==> config.mk <==
export PLATFORM = sky130hd
export DESIGN_NAME = mdf_bank
export DESIGN_NICKNAME = d
export VERILOG_FILES = /design/src/pkg/mdf_pkg.sv /design/src/hw/mdf_decode.sv /design/src/hw/mdf_bank.sv
export SDC_FILE = /design/constraint.sdc
export NUM_CORES = 1
export LEC_CHECK = 0
export BUFFER_PORTS_ARGS = -buffer_cell sky130_fd_sc_hd__buf_4
export CAP_MARGIN = 10
export CORE_MARGIN = 10
export CORE_UTILIZATION = 44
export CTS_CLUSTER_DIAMETER = 120
export CTS_CLUSTER_SIZE = 24
export DETAILED_ROUTE_END_ITERATION = 10
export GPL_TIMING_DRIVEN = 0
export HOLD_SLACK_MARGIN = 0.1
export PLACE_DENSITY = 0.82
export SYNTH_ARGS = -nofsm -noshare
export SYNTH_HDL_FRONTEND = slang
export SYNTH_HIERARCHICAL = 1
export SYNTH_SLANG_ARGS = --single-unit
==> constraint.sdc <==
create_clock -name clk_in -period 1.8 [get_ports clk_in]
set_input_delay 0.09 -clock clk_in [delete_from_list [all_inputs] [get_ports clk_in]]
set_output_delay 0.09 -clock clk_in [all_outputs]
set_load 0.01 [all_outputs]
==> src/pkg/mdf_pkg.sv <==
// package for the modem deviation / afc / filter configuration bank
// assumes an axi4-lite master on the same clock drives the register bus
package mdf_pkg;
    // register word indices; byte address is the index times four
    localparam logic [7:0] TX_DEV_IDX = 8'h0E;
    localparam logic [7:0] AFC_IDX = 8'h0F;
    localparam logic [7:0] FILT_IDX = 8'h10;
    localparam logic [9:0] TX_DEV_ADDR = {TX_DEV_IDX, 2'b00};
    localparam logic [9:0] AFC_ADDR = {AFC_IDX, 2'b00};
    localparam logic [9:0] FILT_ADDR = {FILT_IDX, 2'b00};
    // reset values
    localparam logic [7:0] TX_DEV_RST = 8'hE8;
    localparam logic [7:0] AFC_RST = 8'h9C;
    localparam logic [7:0] FILT_RST = 8'h00;
    // field positions
    localparam int SHAPING_BIT = 7;
    localparam int TX_EXP_LSB = 4;
    localparam int SETTLE_LSB = 6;
    localparam int RX_EXP_LSB = 4;
    localparam int BYPASS_BIT = 7;
    localparam int SHIFT_LSB = 5;
    // writable bits of the filter register (bits 4:3 reserved)
    localparam logic [7:0] FILT_WMASK = 8'hE7;
    // deviation exponent offsets per band
    localparam logic [5:0] TX_EXP_OFS_LOW = 6'h10;
    localparam logic [5:0] TX_EXP_OFS_HIGH = 6'h0F;
    localparam logic [5:0] RX_EXP_OFS = 6'h03;
    // highest decimation code selects divisor 8
    localparam logic [2:0] DEC_CODE_MAX = 3'h7;
    localparam logic [3:0] DECIM_DIV_MAX = 4'h8;
    // axi responses
    localparam logic [1:0] RESP_OKAY = 2'h0;
    localparam logic [1:0] RESP_SLVERR = 2'h2;

    typedef enum logic [1:0] {AFC_OFF, AFC_AVG1, AFC_AVG2, AFC_AVG4} mdf_settle_e;

    // decoded modem settings handed to the datapath
    typedef struct packed {
        logic gauss_shaping;
        logic on_off_keying;
        logic [2:0] tx_dev_exponent;
        logic [3:0] tx_dev_mantissa;
        logic [5:0] tx_dev_shift;
        logic afc_enable;
        logic [2:0] afc_avg_pairs;
        logic [1:0] rx_dev_exponent;
        logic [3:0] rx_dev_mantissa;
        logic filter_bypass;
        logic [1:0] decimator_input_shift;
        logic [3:0] decim_divisor;
    } mdf_cfg_s;
endpackage

==> src/hw/mdf_decode.sv <==
// decodes the three raw configuration bytes into modem settings
// assumes inputs are registered values from the bank on the same clock
module mdf_decode (
    // raw register contents
    input wire logic [7:0] tx_dev_in,
    input wire logic [7:0] afc_in,
    input wire logic [7:0] filt_in,
    // band select: 1 = upper band
    input wire logic upper_band_in,
    // decoded settings
    output mdf_pkg::mdf_cfg_s cfg_out
);
    // divisor is code plus one, except the top code gives eight
    function automatic logic [3:0] dec_divisor(input logic [2:0] code);
        if (code == mdf_pkg::DEC_CODE_MAX) begin
            return mdf_pkg::DECIM_DIV_MAX;
        end
        return {1'b0, code} + 4'h1;
    endfunction

    // combinational field decode
    always_comb begin
        cfg_out.gauss_shaping = tx_dev_in[mdf_pkg::SHAPING_BIT];
        cfg_out.tx_dev_exponent = tx_dev_in[mdf_pkg::TX_EXP_LSB +: 3];
        cfg_out.tx_dev_mantissa = tx_dev_in[3:0];
        cfg_out.on_off_keying = (tx_dev_in[3:0] == 4'h0);
        // signed power-of-two shift: exponent minus band offset, two's complement
        if (upper_band_in) begin
            cfg_out.tx_dev_shift = {3'h0, tx_dev_in[6:4]} - mdf_pkg::TX_EXP_OFS_HIGH;
        end else begin
            cfg_out.tx_dev_shift = {3'h0, tx_dev_in[6:4]} - mdf_pkg::TX_EXP_OFS_LOW;
        end
        cfg_out.afc_enable = (afc_in[mdf_pkg::SETTLE_LSB +: 2] != 2'h0);
        unique case (mdf_pkg::mdf_settle_e'(afc_in[mdf_pkg::SETTLE_LSB +: 2]))
            mdf_pkg::AFC_OFF: cfg_out.afc_avg_pairs = 3'h0;
            mdf_pkg::AFC_AVG1: cfg_out.afc_avg_pairs = 3'h1;
            mdf_pkg::AFC_AVG2: cfg_out.afc_avg_pairs = 3'h2;
            mdf_pkg::AFC_AVG4: cfg_out.afc_avg_pairs = 3'h4;
        endcase
        cfg_out.rx_dev_exponent = afc_in[mdf_pkg::RX_EXP_LSB +: 2];
        cfg_out.rx_dev_mantissa = afc_in[3:0];
        cfg_out.filter_bypass = filt_in[mdf_pkg::BYPASS_BIT];
        cfg_out.decimator_input_shift = filt_in[mdf_pkg::SHIFT_LSB +: 2];
        cfg_out.decim_divisor = dec_divisor(filt_in[2:0]);
    end
endmodule // mdf_decode

==> src/hw/mdf_bank.sv <==
// register bank: transmit deviation, afc / receive deviation, channel filter
// assumes an axi4-lite master on clk_in; modem datapath consumes cfg_out
// Function
// - bit 7 enables gaussian transmit shaping
// - tx exponent bits 6:4, mantissa 3:0
// - lower band: fref*m*2^(e-16)
// - upper band: fref*m*2^(e-15)
// - mantissa zero selects on-off keying
// - settling zero disables afc, zero average
// - codes 1,2,3 average 1,2,4 pairs
// - rx exponent 5:4, mantissa 3:0
// - bit 7 bypasses analog anti-alias filter
// - bits 6:5 give decimator input shift
// - divisor code+1, top code gives 8
// - bandwidth 307.2 kHz over divisor
//
// The AXI4-Lite register port was left to the implementer.
module mdf_bank (
    // clock and reset
    input wire logic clk_in,
    input wire logic sys_rst_in,
    // band select pin from outside the clock domain
    input wire logic upper_band_in,
    // axi4-lite write address
    input wire logic s_axi_awvalid,
    output logic s_axi_awready,
    input wire logic [11:0] s_axi_awaddr,
    // axi4-lite write data
    input wire logic s_axi_wvalid,
    output logic s_axi_wready,
    input wire logic [31:0] s_axi_wdata,
    input wire logic [3:0] s_axi_wstrb,
    // axi4-lite write response
    output logic s_axi_bvalid,
    input wire logic s_axi_bready,
    output logic [1:0] s_axi_bresp,
    // axi4-lite read address
    input wire logic s_axi_arvalid,
    output logic s_axi_arready,
    input wire logic [11:0] s_axi_araddr,
    // axi4-lite read data
    output logic s_axi_rvalid,
    input wire logic s_axi_rready,
    output logic [31:0] s_axi_rdata,
    output logic [1:0] s_axi_rresp,
    // decoded settings and channel bandwidth (in units of 0.1 kHz)
    output mdf_pkg::mdf_cfg_s cfg_out,
    output logic [11:0] chan_bw_out
);
    // channel filter bandwidth at divisor one, in 0.1 kHz
    localparam logic [11:0] BW_BASE = 12'hC00;

    // registers
    logic [7:0] tx_dev_q, tx_dev_d; // tx deviation setting
    logic [7:0] afc_q, afc_d; // freq correction and rx deviation
    logic [7:0] filt_q, filt_d; // channel filter setting
    // write channel capture
    logic aw_have_q, aw_have_d;
    logic [11:0] aw_addr_q, aw_addr_d;
    logic w_have_q, w_have_d;
    logic [7:0] w_byte_q, w_byte_d;
    logic w_strb_q, w_strb_d;
    logic bvalid_q, bvalid_d;
    logic [1:0] bresp_q, bresp_d;
    // read channel
    logic rvalid_q, rvalid_d;
    logic [31:0] rdata_q, rdata_d;
    logic [1:0] rresp_q, rresp_d;
    // band pin synchroniser
    logic band_m_q, band_s_q;
    // decoded settings
    mdf_pkg::mdf_cfg_s cfg_c;
    mdf_pkg::mdf_cfg_s cfg_q;
    logic [11:0] bw_q, bw_d;
    logic do_write;
    // registered ready flags, one per request channel
    logic awready_q, awready_d;
    logic wready_q, wready_d;
    logic arready_q, arready_d;

    // address lookup returning the register index, or all ones if unmapped
    function automatic logic [1:0] reg_sel(input logic [11:0] addr);
        if (addr[11:10] != 2'h0) begin
            return 2'h3;
        end
        unique case (addr[9:0])
            mdf_pkg::TX_DEV_ADDR: return 2'h0;
            mdf_pkg::AFC_ADDR: return 2'h1;
            mdf_pkg::FILT_ADDR: return 2'h2;
            default: return 2'h3;
        endcase
    endfunction

    // field decode
    mdf_decode u_decode (
        .tx_dev_in(tx_dev_q),
        .afc_in(afc_q),
        .filt_in(filt_q),
        .upper_band_in(band_s_q),
        .cfg_out(cfg_c)
    );

    // write path next state
    always_comb begin
        aw_have_d = aw_have_q;
        aw_addr_d = aw_addr_q;
        w_have_d = w_have_q;
        w_byte_d = w_byte_q;
        w_strb_d = w_strb_q;
        bvalid_d = bvalid_q;
        bresp_d = bresp_q;
        tx_dev_d = tx_dev_q;
        afc_d = afc_q;
        filt_d = filt_q;
        // address and data taken in either order
        if (s_axi_awvalid && s_axi_awready) begin
            aw_have_d = 1'b1;
            aw_addr_d = s_axi_awaddr;
        end
        if (s_axi_wvalid && s_axi_wready) begin
            w_have_d = 1'b1;
            w_byte_d = s_axi_wdata[7:0];
            w_strb_d = s_axi_wstrb[0];
        end
        do_write = aw_have_q && w_have_q && !bvalid_q;
        if (do_write) begin
            aw_have_d = 1'b0;
            w_have_d = 1'b0;
            bvalid_d = 1'b1;
            bresp_d = mdf_pkg::RESP_OKAY;
            // only lane 0 carries register bits
            unique case (reg_sel(aw_addr_q))
                2'h0: if (w_strb_q) tx_dev_d = w_byte_q;
                2'h1: if (w_strb_q) afc_d = w_byte_q;
                2'h2: if (w_strb_q) filt_d = w_byte_q & mdf_pkg::FILT_WMASK;
                default: bresp_d = mdf_pkg::RESP_SLVERR;
            endcase
        end
        if (bvalid_q && s_axi_bready) begin
            bvalid_d = 1'b0;
        end
        // each channel accepts again only once it holds nothing and no response waits
        awready_d = !aw_have_d && !bvalid_d;
        wready_d = !w_have_d && !bvalid_d;
    end

    // read path next state
    always_comb begin
        rvalid_d = rvalid_q;
        rdata_d = rdata_q;
        rresp_d = rresp_q;
        if (s_axi_arvalid && s_axi_arready) begin
            rvalid_d = 1'b1;
            rresp_d = mdf_pkg::RESP_OKAY;
            unique case (reg_sel(s_axi_araddr))
                2'h0: rdata_d = {24'h0, tx_dev_q};
                2'h1: rdata_d = {24'h0, afc_q};
                2'h2: rdata_d = {24'h0, filt_q};
                default: begin
                    rdata_d = 32'h0;
                    rresp_d = mdf_pkg::RESP_SLVERR;
                end
            endcase
        end else if (rvalid_q && s_axi_rready) begin
            rvalid_d = 1'b0;
        end
        // one read at a time: refuse while read data waits
        arready_d = !rvalid_d;
    end

    // bandwidth: base over divisor, no divider needed for eight codes
    always_comb begin
        unique case (cfg_c.decim_divisor)
            4'h1: bw_d = BW_BASE;
            4'h2: bw_d = 12'h600;
            4'h3: bw_d = 12'h400;
            4'h4: bw_d = 12'h300;
            4'h5: bw_d = 12'h266;
            4'h6: bw_d = 12'h200;
            4'h7: bw_d = 12'h1B6;
            default: bw_d = 12'h180;
        endcase
    end

    // ready flags come from flops; low in reset and one clock after it
    assign s_axi_awready = awready_q;
    assign s_axi_wready = wready_q;
    assign s_axi_arready = arready_q;

    // registers
    always_ff @(posedge clk_in) begin
        if (sys_rst_in) begin
            tx_dev_q <= mdf_pkg::TX_DEV_RST;
            afc_q <= mdf_pkg::AFC_RST;
            filt_q <= mdf_pkg::FILT_RST;
            aw_have_q <= 1'b0;
            aw_addr_q <= 12'h000;
            w_have_q <= 1'b0;
            w_byte_q <= 8'h00;
            w_strb_q <= 1'b0;
            bvalid_q <= 1'b0;
            bresp_q <= mdf_pkg::RESP_OKAY;
            rvalid_q <= 1'b0;
            rdata_q <= 32'h0;
            rresp_q <= mdf_pkg::RESP_OKAY;
            band_m_q <= 1'b0;
            band_s_q <= 1'b0;
            cfg_q <= '0;
            bw_q <= BW_BASE;
            awready_q <= 1'b0;
            wready_q <= 1'b0;
            arready_q <= 1'b0;
        end else begin
            tx_dev_q <= tx_dev_d;
            afc_q <= afc_d;
            filt_q <= filt_d;
            aw_have_q <= aw_have_d;
            aw_addr_q <= aw_addr_d;
            w_have_q <= w_have_d;
            w_byte_q <= w_byte_d;
            w_strb_q <= w_strb_d;
            bvalid_q <= bvalid_d;
            bresp_q <= bresp_d;
            rvalid_q <= rvalid_d;
            rdata_q <= rdata_d;
            rresp_q <= rresp_d;
            band_m_q <= upper_band_in;
            band_s_q <= band_m_q;
            cfg_q <= cfg_c;
            bw_q <= bw_d;
            awready_q <= awready_d;
            wready_q <= wready_d;
            arready_q <= arready_d;
        end
    end

    // outputs straight from flops
    assign s_axi_bvalid = bvalid_q;
    assign s_axi_bresp = bresp_q;
    assign s_axi_rvalid = rvalid_q;
    assign s_axi_rdata = rdata_q;
    assign s_axi_rresp = rresp_q;
    assign cfg_out = cfg_q;
    assign chan_bw_out = bw_q;

    // checks: decoded outputs lag the registers by one clock, skipped on the edge after reset
    chk_onoff_select: assert property (@(posedge clk_in) disable iff (sys_rst_in)
        !$past(sys_rst_in) |-> (cfg_out.on_off_keying == ($past(tx_dev_q[3:0]) == 4'h0)))
        else $error("on-off keying does not follow zero mantissa");
    chk_shaping_bit: assert property (@(posedge clk_in) disable iff (sys_rst_in)
        !$past(sys_rst_in) |-> (cfg_out.gauss_shaping == $past(tx_dev_q[7])))
        else $error("shaping output does not follow bit 7");
    chk_afc_off: assert property (@(posedge clk_in) disable iff (sys_rst_in)
        !$past(sys_rst_in) && $past(afc_q[7:6]) == 2'h0 |-> (!cfg_out.afc_enable && cfg_out.afc_avg_pairs == 3'h0))
        else $error("afc not off for settling zero");
    chk_afc_slow: assert property (@(posedge clk_in) disable iff (sys_rst_in)
        !$past(sys_rst_in) && $past(afc_q[7:6]) == 2'h3 |-> (cfg_out.afc_avg_pairs == 3'h4))
        else $error("slowest settling must average four pairs");
    chk_rx_fields: assert property (@(posedge clk_in) disable iff (sys_rst_in)
        !$past(sys_rst_in) |-> ({cfg_out.rx_dev_exponent, cfg_out.rx_dev_mantissa} == $past(afc_q[5:0])))
        else $error("rx deviation fields misplaced");
    chk_div_top: assert property (@(posedge clk_in) disable iff (sys_rst_in)
        !$past(sys_rst_in) && $past(filt_q[2:0]) == 3'h7 |-> (cfg_out.decim_divisor == 4'h8))
        else $error("top decimation code must divide by eight");
    chk_div_plain: assert property (@(posedge clk_in) disable iff (sys_rst_in)
        !$past(sys_rst_in) && $past(filt_q[2:0]) != 3'h7
        |-> (cfg_out.decim_divisor == {1'b0, $past(filt_q[2:0])} + 4'h1))
        else $error("decimation divisor is not code plus one");
    chk_bw_full: assert property (@(posedge clk_in) disable iff (sys_rst_in)
        !$past(sys_rst_in) && $past(filt_q[2:0]) == 3'h0 |-> (chan_bw_out == 12'hC00))
        else $error("divisor one must give full bandwidth");
    chk_bypass_bit: assert property (@(posedge clk_in) disable iff (sys_rst_in)
        !$past(sys_rst_in) |-> (cfg_out.filter_bypass == $past(filt_q[7])))
        else $error("filter bypass does not follow bit 7");
    chk_decimator_input_shift: assert property (@(posedge clk_in) disable iff (sys_rst_in)
        !$past(sys_rst_in) |-> (cfg_out.decimator_input_shift == $past(filt_q[6:5])))
        else $error("decimator input shift misplaced");
    chk_filt_resv: assert property (@(posedge clk_in) disable iff (sys_rst_in)
        filt_q[4:3] == 2'h0)
        else $error("reserved filter bits were stored");
    chk_wr_store: assert property (@(posedge clk_in) disable iff (sys_rst_in)
        (do_write && reg_sel(aw_addr_q) == 2'h1 && w_strb_q) |=> (afc_q == $past(w_byte_q) && s_axi_bvalid))
        else $error("afc register write not stored with response");
    chk_tx_exp: assert property (@(posedge clk_in) disable iff (sys_rst_in)
        !$past(sys_rst_in) |-> (cfg_out.tx_dev_exponent == $past(tx_dev_q[6:4])))
        else $error("tx exponent field misplaced");
    chk_shift_low: assert property (@(posedge clk_in) disable iff (sys_rst_in)
        !$past(sys_rst_in) && !$past(band_s_q) |-> (cfg_out.tx_dev_shift == 6'($past(tx_dev_q[6:4]) - 6'h10)))
        else $error("lower band shift wrong");
    chk_shift_high: assert property (@(posedge clk_in) disable iff (sys_rst_in)
        !$past(sys_rst_in) && $past(band_s_q) |-> (cfg_out.tx_dev_shift == 6'($past(tx_dev_q[6:4]) - 6'h0F)))
        else $error("upper band shift wrong");
    chk_rd_answer: assert property (@(posedge clk_in) disable iff (sys_rst_in)
        (s_axi_arvalid && s_axi_arready) |=> s_axi_rvalid)
        else $error("read not answered next cycle");
    cov_write: cover property (@(posedge clk_in) disable iff (sys_rst_in) do_write);
    cov_onoff: cover property (@(posedge clk_in) disable iff (sys_rst_in) cfg_out.on_off_keying);
    cov_upper_band: cover property (@(posedge clk_in) disable iff (sys_rst_in) band_s_q);
    cov_div8: cover property (@(posedge clk_in) disable iff (sys_rst_in) cfg_out.decim_divisor == 4'h8);
    cov_rderr: cover property (@(posedge clk_in) disable iff (sys_rst_in) s_axi_rvalid && s_axi_rresp != 2'h0);
endmodule // mdf_bank

; After elaboration in Yosys (flattened, before gate mapping)
; Index checks and enable logic that the tools add are counted.
[classes]
add_sub_neg = 3
eq_ne = 21
n_mux = 29
reduce_logical = 26
[op_table]
columns = op, n
row1 = case mux 12 bit (7 select lines), 1
row2 = equality test 10 x 6 -> 1 bit (second input constant), 4
row3 = case mux 8 bit (3 select lines), 1
row4 = equality test 10 x 7 -> 1 bit (second input constant), 2
row5 = equality test 4 x 3 -> 1 bit (second input constant), 4
row6 = 2-to-1 mux 2 bit, 8
row7 = 2-to-1 mux 1 bit, 13
row8 = case mux 2 bit (3 select lines), 2
row9 = case mux 3 bit (4 select lines), 1
row10 = logical AND 1 bit, 9
row11 = AND reduction 3 bit, 3
row12 = equality test 2 bit (second input constant), 4
row13 = equality test 4 x 2 -> 1 bit (second input constant), 2
row14 = 2-to-1 mux 4 bit, 2
row15 = equality test 2 x 1 -> 1 bit (second input constant), 3
row16 = logical NOT 2 bit, 3
row17 = 2-to-1 mux 6 bit, 1
row18 = nonzero test 2 bit, 3
row19 = OR reduction 3 bit, 2
row20 = subtractor 3 x 5 -> 6 bit (second input constant), 1
row21 = logical NOT 1 bit, 5
row22 = subtractor 3 x 4 -> 5 bit (second input constant), 1
row23 = adder 3 x 1 -> 4 bit (second input constant), 1
row24 = equality test 4 x 1 -> 1 bit (second input constant), 1
row25 = other kinds (2), 2
[totals]
reg_bits = 132
in_bits = 68
out_inout_bits = 85

; Longest topological paths before layout
[logic_depth]
depth_word = 8
mapped_depth = 7
depth_no_buf = 7

; Cells and area by module
; The synthesis kept the hierarchy.
[by_module_without_submodules]
columns = mod, instances, cells_each, area_per_inst_um2, seq_area_each_um2
row1 = mdf_bank, 1, 418, 3789.9, 2042.0
row2 = mdf_decode, 1, 35, 274.0, 0.0

; Worst setup path before layout
; Ideal clock, no wire load.
[synth_timing]
path_type = flip-flop to flip-flop
start = register aw_addr_q[8]
end = register afc_q[0]
setup_ns = 0.132
t_arrival_ns = 1.701
setup_slack_ns = -0.033
stages_incl_launch_ff = 6
path_buffers = 1
period_less_slack_ns = 1.833
path_cell_list = dfxtp_1 -> or4_4 -> or4_1 -> buf_2 -> o21ai_1 -> a21oi_1
[synth_between]
elab_chain_len = 6
[synth_rtl]
columns = item, line_no
row1 = "start, declared", mdf_bank.sv:59  ; logic [11:0] aw_addr_q, aw_addr_d;
row2 = "start signal, assigned", mdf_bank.sv:218  ; aw_addr_q <= aw_addr_d;
row3 = equality test 10 x 7 -> 1 bit or equality test 10 x 6 -> 1 bit (tied branches), mdf_bank.sv:86  ; unique case (addr[9:0])
row4 = case mux 2 bit (3 select lines) *, mdf_bank.sv:86
row5 = 2-to-1 mux 2 bit *, mdf_bank.sv:86
row6 = 2-to-1 mux 2 bit *, mdf_bank.sv:126  ; if (do_write) begin
row7 = equality test 2 x 1 -> 1 bit *, mdf_bank.sv:132  ; unique case (reg_sel(aw_addr_q))
row8 = AND reduction 3 bit (no source line) *, n/a
row9 = "end signal, assigned", mdf_bank.sv:194  ; afc_q <= mdf_pkg::AFC_RST;
row10 = "end, declared", mdf_bank.sv:55  ; logic [7:0] afc_q, afc_d;
; Mark *: on every way between the ends. The rest lies on a longest branch, timed or not. The select of a mux whose other input is x is not followed.
; A chain may end at the register's enable or synchronous reset.

; Worst setup path after layout
[layout_timing]
start = register aw_addr_q[11]
end = register afc_q[6]
[layout_between]
elab_chain_len = 7
[layout_rtl]
columns = item, line_no
row1 = nonzero test 2 bit, mdf_bank.sv:83  ; if (addr[11:10] != 2'h0) begin
row2 = 2-to-1 mux 1 bit, mdf_bank.sv:83
row3 = 2-to-1 mux 1 bit, mdf_bank.sv:126
row4 = 2-to-1 mux 2 bit, mdf_bank.sv:86
row5 = 2-to-1 mux 2 bit, mdf_bank.sv:126
row6 = equality test 2 x 1 -> 1 bit, mdf_bank.sv:132
row7 = AND reduction 3 bit (no source line), n/a
; Every way passes these cells. The select of a mux whose other input is x is not followed.

==> summary.txt <==
Status
  – Status: complete, but fails checks
  – Violated checks: setup timing

Timing
  – Worst-Margin Slew: 1.19 ns
  – Crit share post-route: 108%
  – Final Hold Violating Endpoints: 0
  – Final setup fails: 16
  – Clk_skew: 0.00814 ns
  – Setup ws final: -0.141 ns
  – RSZ-0062 raised after global routing: yes
  – Fin crit period: 1.94 ns
  – Slew Limit Fails: 0
  – Hold_ws: 0.178 ns
  – Achievable frequency: 0.515 GHz
  – Slew headroom: 20.2%

Drt
  – Router iterations before antenna repair: 4
  – Total Wirelength: 10500 um
  – Number of DRC markers in iteration 0: 199
  – Detail Route Antenna Nets: 0
  – Wire length per cell: 14.3 um
  – # DRC: 0
  – Vias: 3518
  – Vias per Instance: 4.80

Die
  – Initial Utilization: 44.6%
  – # rows: 35
  – Core Area: 9110 um2
  – Die area: 13500 um2
  – Top Ports: 153
  – Die height: 116 um
  – Die X: 116 um

Final layout
  – FILL cells: 768
  – Area of the multi-input gates: 1700 um2
  – FF/Latch Area: 2040 um2
  – Share of layout cells above drive strength 1: 31.4%
  – P&R area growth vs syn: 36.7%
  – NumNets Final: 688
  – Final Util: 61.0%
  – Post-route cell area: 5560 um2
  – Diode count: 0

Global routing
  – Total global routing overflow: 0
  – Initial antenna violation count: 0
  – First-pass GRT wire length: 16600 um
  – Largest net degree at the start of global routing: 19
  – GRT Util Overall: 15.3%
  – Vias in the first global route: 3562

Yosys
  – Post-synth EDFFs: 0
  – YS warnings: 6
  – Top-count cell post-synth: dfxtp_1
  – Dominant synthesized flop cell: dfxtp_1
  – Flops & latches, synth: 102
  – Cell taking the most area after synthesis: dfxtp_1
  – Seq/Total Area, Yosys: 50.2%
  – Avg Cell Area, Syn: 8.97 um2
  – Post-synthesis cell area: 4060 um2
  – Synth top area share: 50.2%
  – Commonest cells post-synth: 102 x dfxtp_1, 56 x nand2_1, 49 x buf_4
  – Asr flop ratio synth: 0%
  – Synth top area cells: dfxtp_1 50%, buf_4 9.1%, a21oi_1 5.7%
  – Mapped Cells: 453
  – Library cells used by synthesis: 41

Critical path
  – Setup Crit Path Kind: reg2reg
  – Setup crit end kind: register
  – Required @ worst endpoint: 2.03 ns
  – CP startpoint kind: register
  – Crit-path max FO: 8
  – WP data arrival: 2.18 ns
  – Most used cell, CP: or4_4
  – Sum of buffers and inverters on the critical path: 0
  – Slowest CP cell: or4_4
  – Critical path's largest stage delay: 0.63 ns
  – Critical path, cell by cell: or4_4 -> or4_4 -> o21ai_1 -> a21oi_1
  – CP delay by family, top: simple AND/OR/NAND/NOR gates

Pwr
  – Final Power: 4130 uW
  – VDD IR max: 0.000419 V
  – Static Leak: 0.00239 uW
  – Power density cells: 743 nW/um2

Clock network
  – Longest Clk Path Bufs: 2
  – H-tree depth: 3
  – CTS sink count: 102
  – Worst-skew pair later-pin latency: 0.37 ns
  – Root Buffer: clkbuf_8
  – CTS buffer count: 9
  – Clock-pin slew on the worst setup and hold paths: 0.10 ns
  – CTS tree: yes

Placement
  – PortBufs: 96
  – DP Area: 5040 um2
  – Final Wtd Congestion: 0.869
  – HPWL Detailed: 8060 um

Hold path
  – Worst hold path type: in2reg

Job
  – Max cap viols: 0
path summary, 6_finish.rpt:
kind                         to          start  slack, ns  cells after the start
setup / recovery       afc_q[6]  aw_addr_q[11]      -0.14                      4
hold reg to reg    aw_addr_q[7]   aw_addr_q[7]       0.46                      2
hold / removal    s_axi_awready  s_axi_awvalid       0.18                      3
setup reg to reg       afc_q[6]  aw_addr_q[11]      -0.14                      4
routing by layer:
| metal | up-vias | track usage, % | wire length, um |
|---|---|---|---|
| li1 | 1767 | - | - |
| met1 | 1581 | 16.5 | 4010 |
| met2 | 148 | 26.3 | 5290 |
| met3 | 22 | 5.29 | 986 |
| met4 | 0 | 7.34 | 189 |
| met5 | - | 0 | 0 |
per-stage QoR:
step / instances / setup TNS [ns] / worst slack, ns
3_3_place_gp: 688 / -0.830 / -0.0785
4_1_cts: 732 / -0.554 / -0.0529
2_1_floorplan: 481 / -0.106 / -0.0150
5_1_grt: 733 / -1.74 / -0.162
6_report: 733 / -1.00 / -0.141
3_5_place_dp: 688 / -1.17 / -0.121
cell type report:
class,instances,share of cell area [%]
sequential,102,36.8
multi-input combinational,306,30.7
timing repair buffer,126,18.3
buffer,68,8.18
tap,111,2.50
clock buffer,9,2.23
clock inverter,7,1.06
inverter,4,0.270
logic make-up after synthesis:
logic type	share of synthesized area [%]
other	0.185
DFF	50.2
buffers and inverters	11.4
xor gates and xnor gates	0.431
adders and majority gates	0.924
muxes	3.73
AOI/OAI and AO/OA	11.1
and+or+nand+nor	22.0
power breakdown:
| group | leakage [uW] | total, uW | switching, uW | internal [uW] |
|---|---|---|---|---|
| Sequential | 0.000832 | 2350 | 36.6 | 2310 |
| Combinational | 0.00147 | 453 | 221 | 232 |
| Clock | 0.0000917 | 1330 | 806 | 521 |
what timing repair did:
item / 4_1_cts / 5_1_grt
gates resized for setup: 4 / 19
buffers inserted: 1 / 1
setup endpoints to repair: 20 / 24
hold buffers: 28 / 0
pin swaps: 4 / 3
hold endpoints to repair: 29 / 0
layout by cell type (no fill, tap or decap), types with 5 or more instances in the layout:
| cell type | instances |
|---|---|
| a211oi_1 | 6 |
| a21oi_1 | 45 |
| and2_1 | 5 |
| buf_4 | 148 |
| clkbuf_1 | 11 |
| clkbuf_8 | 9 |
| conb_1 | 30 |
| dfxtp_1 | 100 |
| dlygate4sd3_1 | 28 |
| mux2_2 | 5 |
| mux2i_1 | 8 |
| nand2_1 | 56 |
| nand3_1 | 17 |
| nor2_1 | 29 |
| nor2b_1 | 36 |
| nor4_1 | 5 |
| o21ai_0 | 9 |
| o21ai_1 | 6 |
| o21ai_2 | 6 |
sequential cells by signal, indices dropped and copies added, names as in the netlist:
| register | flops |
|---|---|
| w_byte_q | 8 |
| s_axi_arready | 1 |
| s_axi_awready | 1 |
| s_axi_rvalid | 1 |
| band_m_q | 1 |
| aw_addr_q | 12 |
| w_strb_q | 1 |
| afc_q | 8 |
| w_have_q | 1 |
| tx_dev_q | 8 |
| band_s_q | 1 |
| aw_have_q | 1 |
| s_axi_wready | 1 |
| chan_bw_out | 8 |
| s_axi_bresp | 1 |
| filt_q | 6 |
| cfg_out | 32 |
| s_axi_rresp | 1 |
| s_axi_rdata | 8 |
| s_axi_bvalid | 1 |
tightest hold or removal path, stage by stage:
cell and delay, ns:
buf_4 0.08, and2_0 0.25, nor4_1 0.09
(Power assumes the default switching activity.)
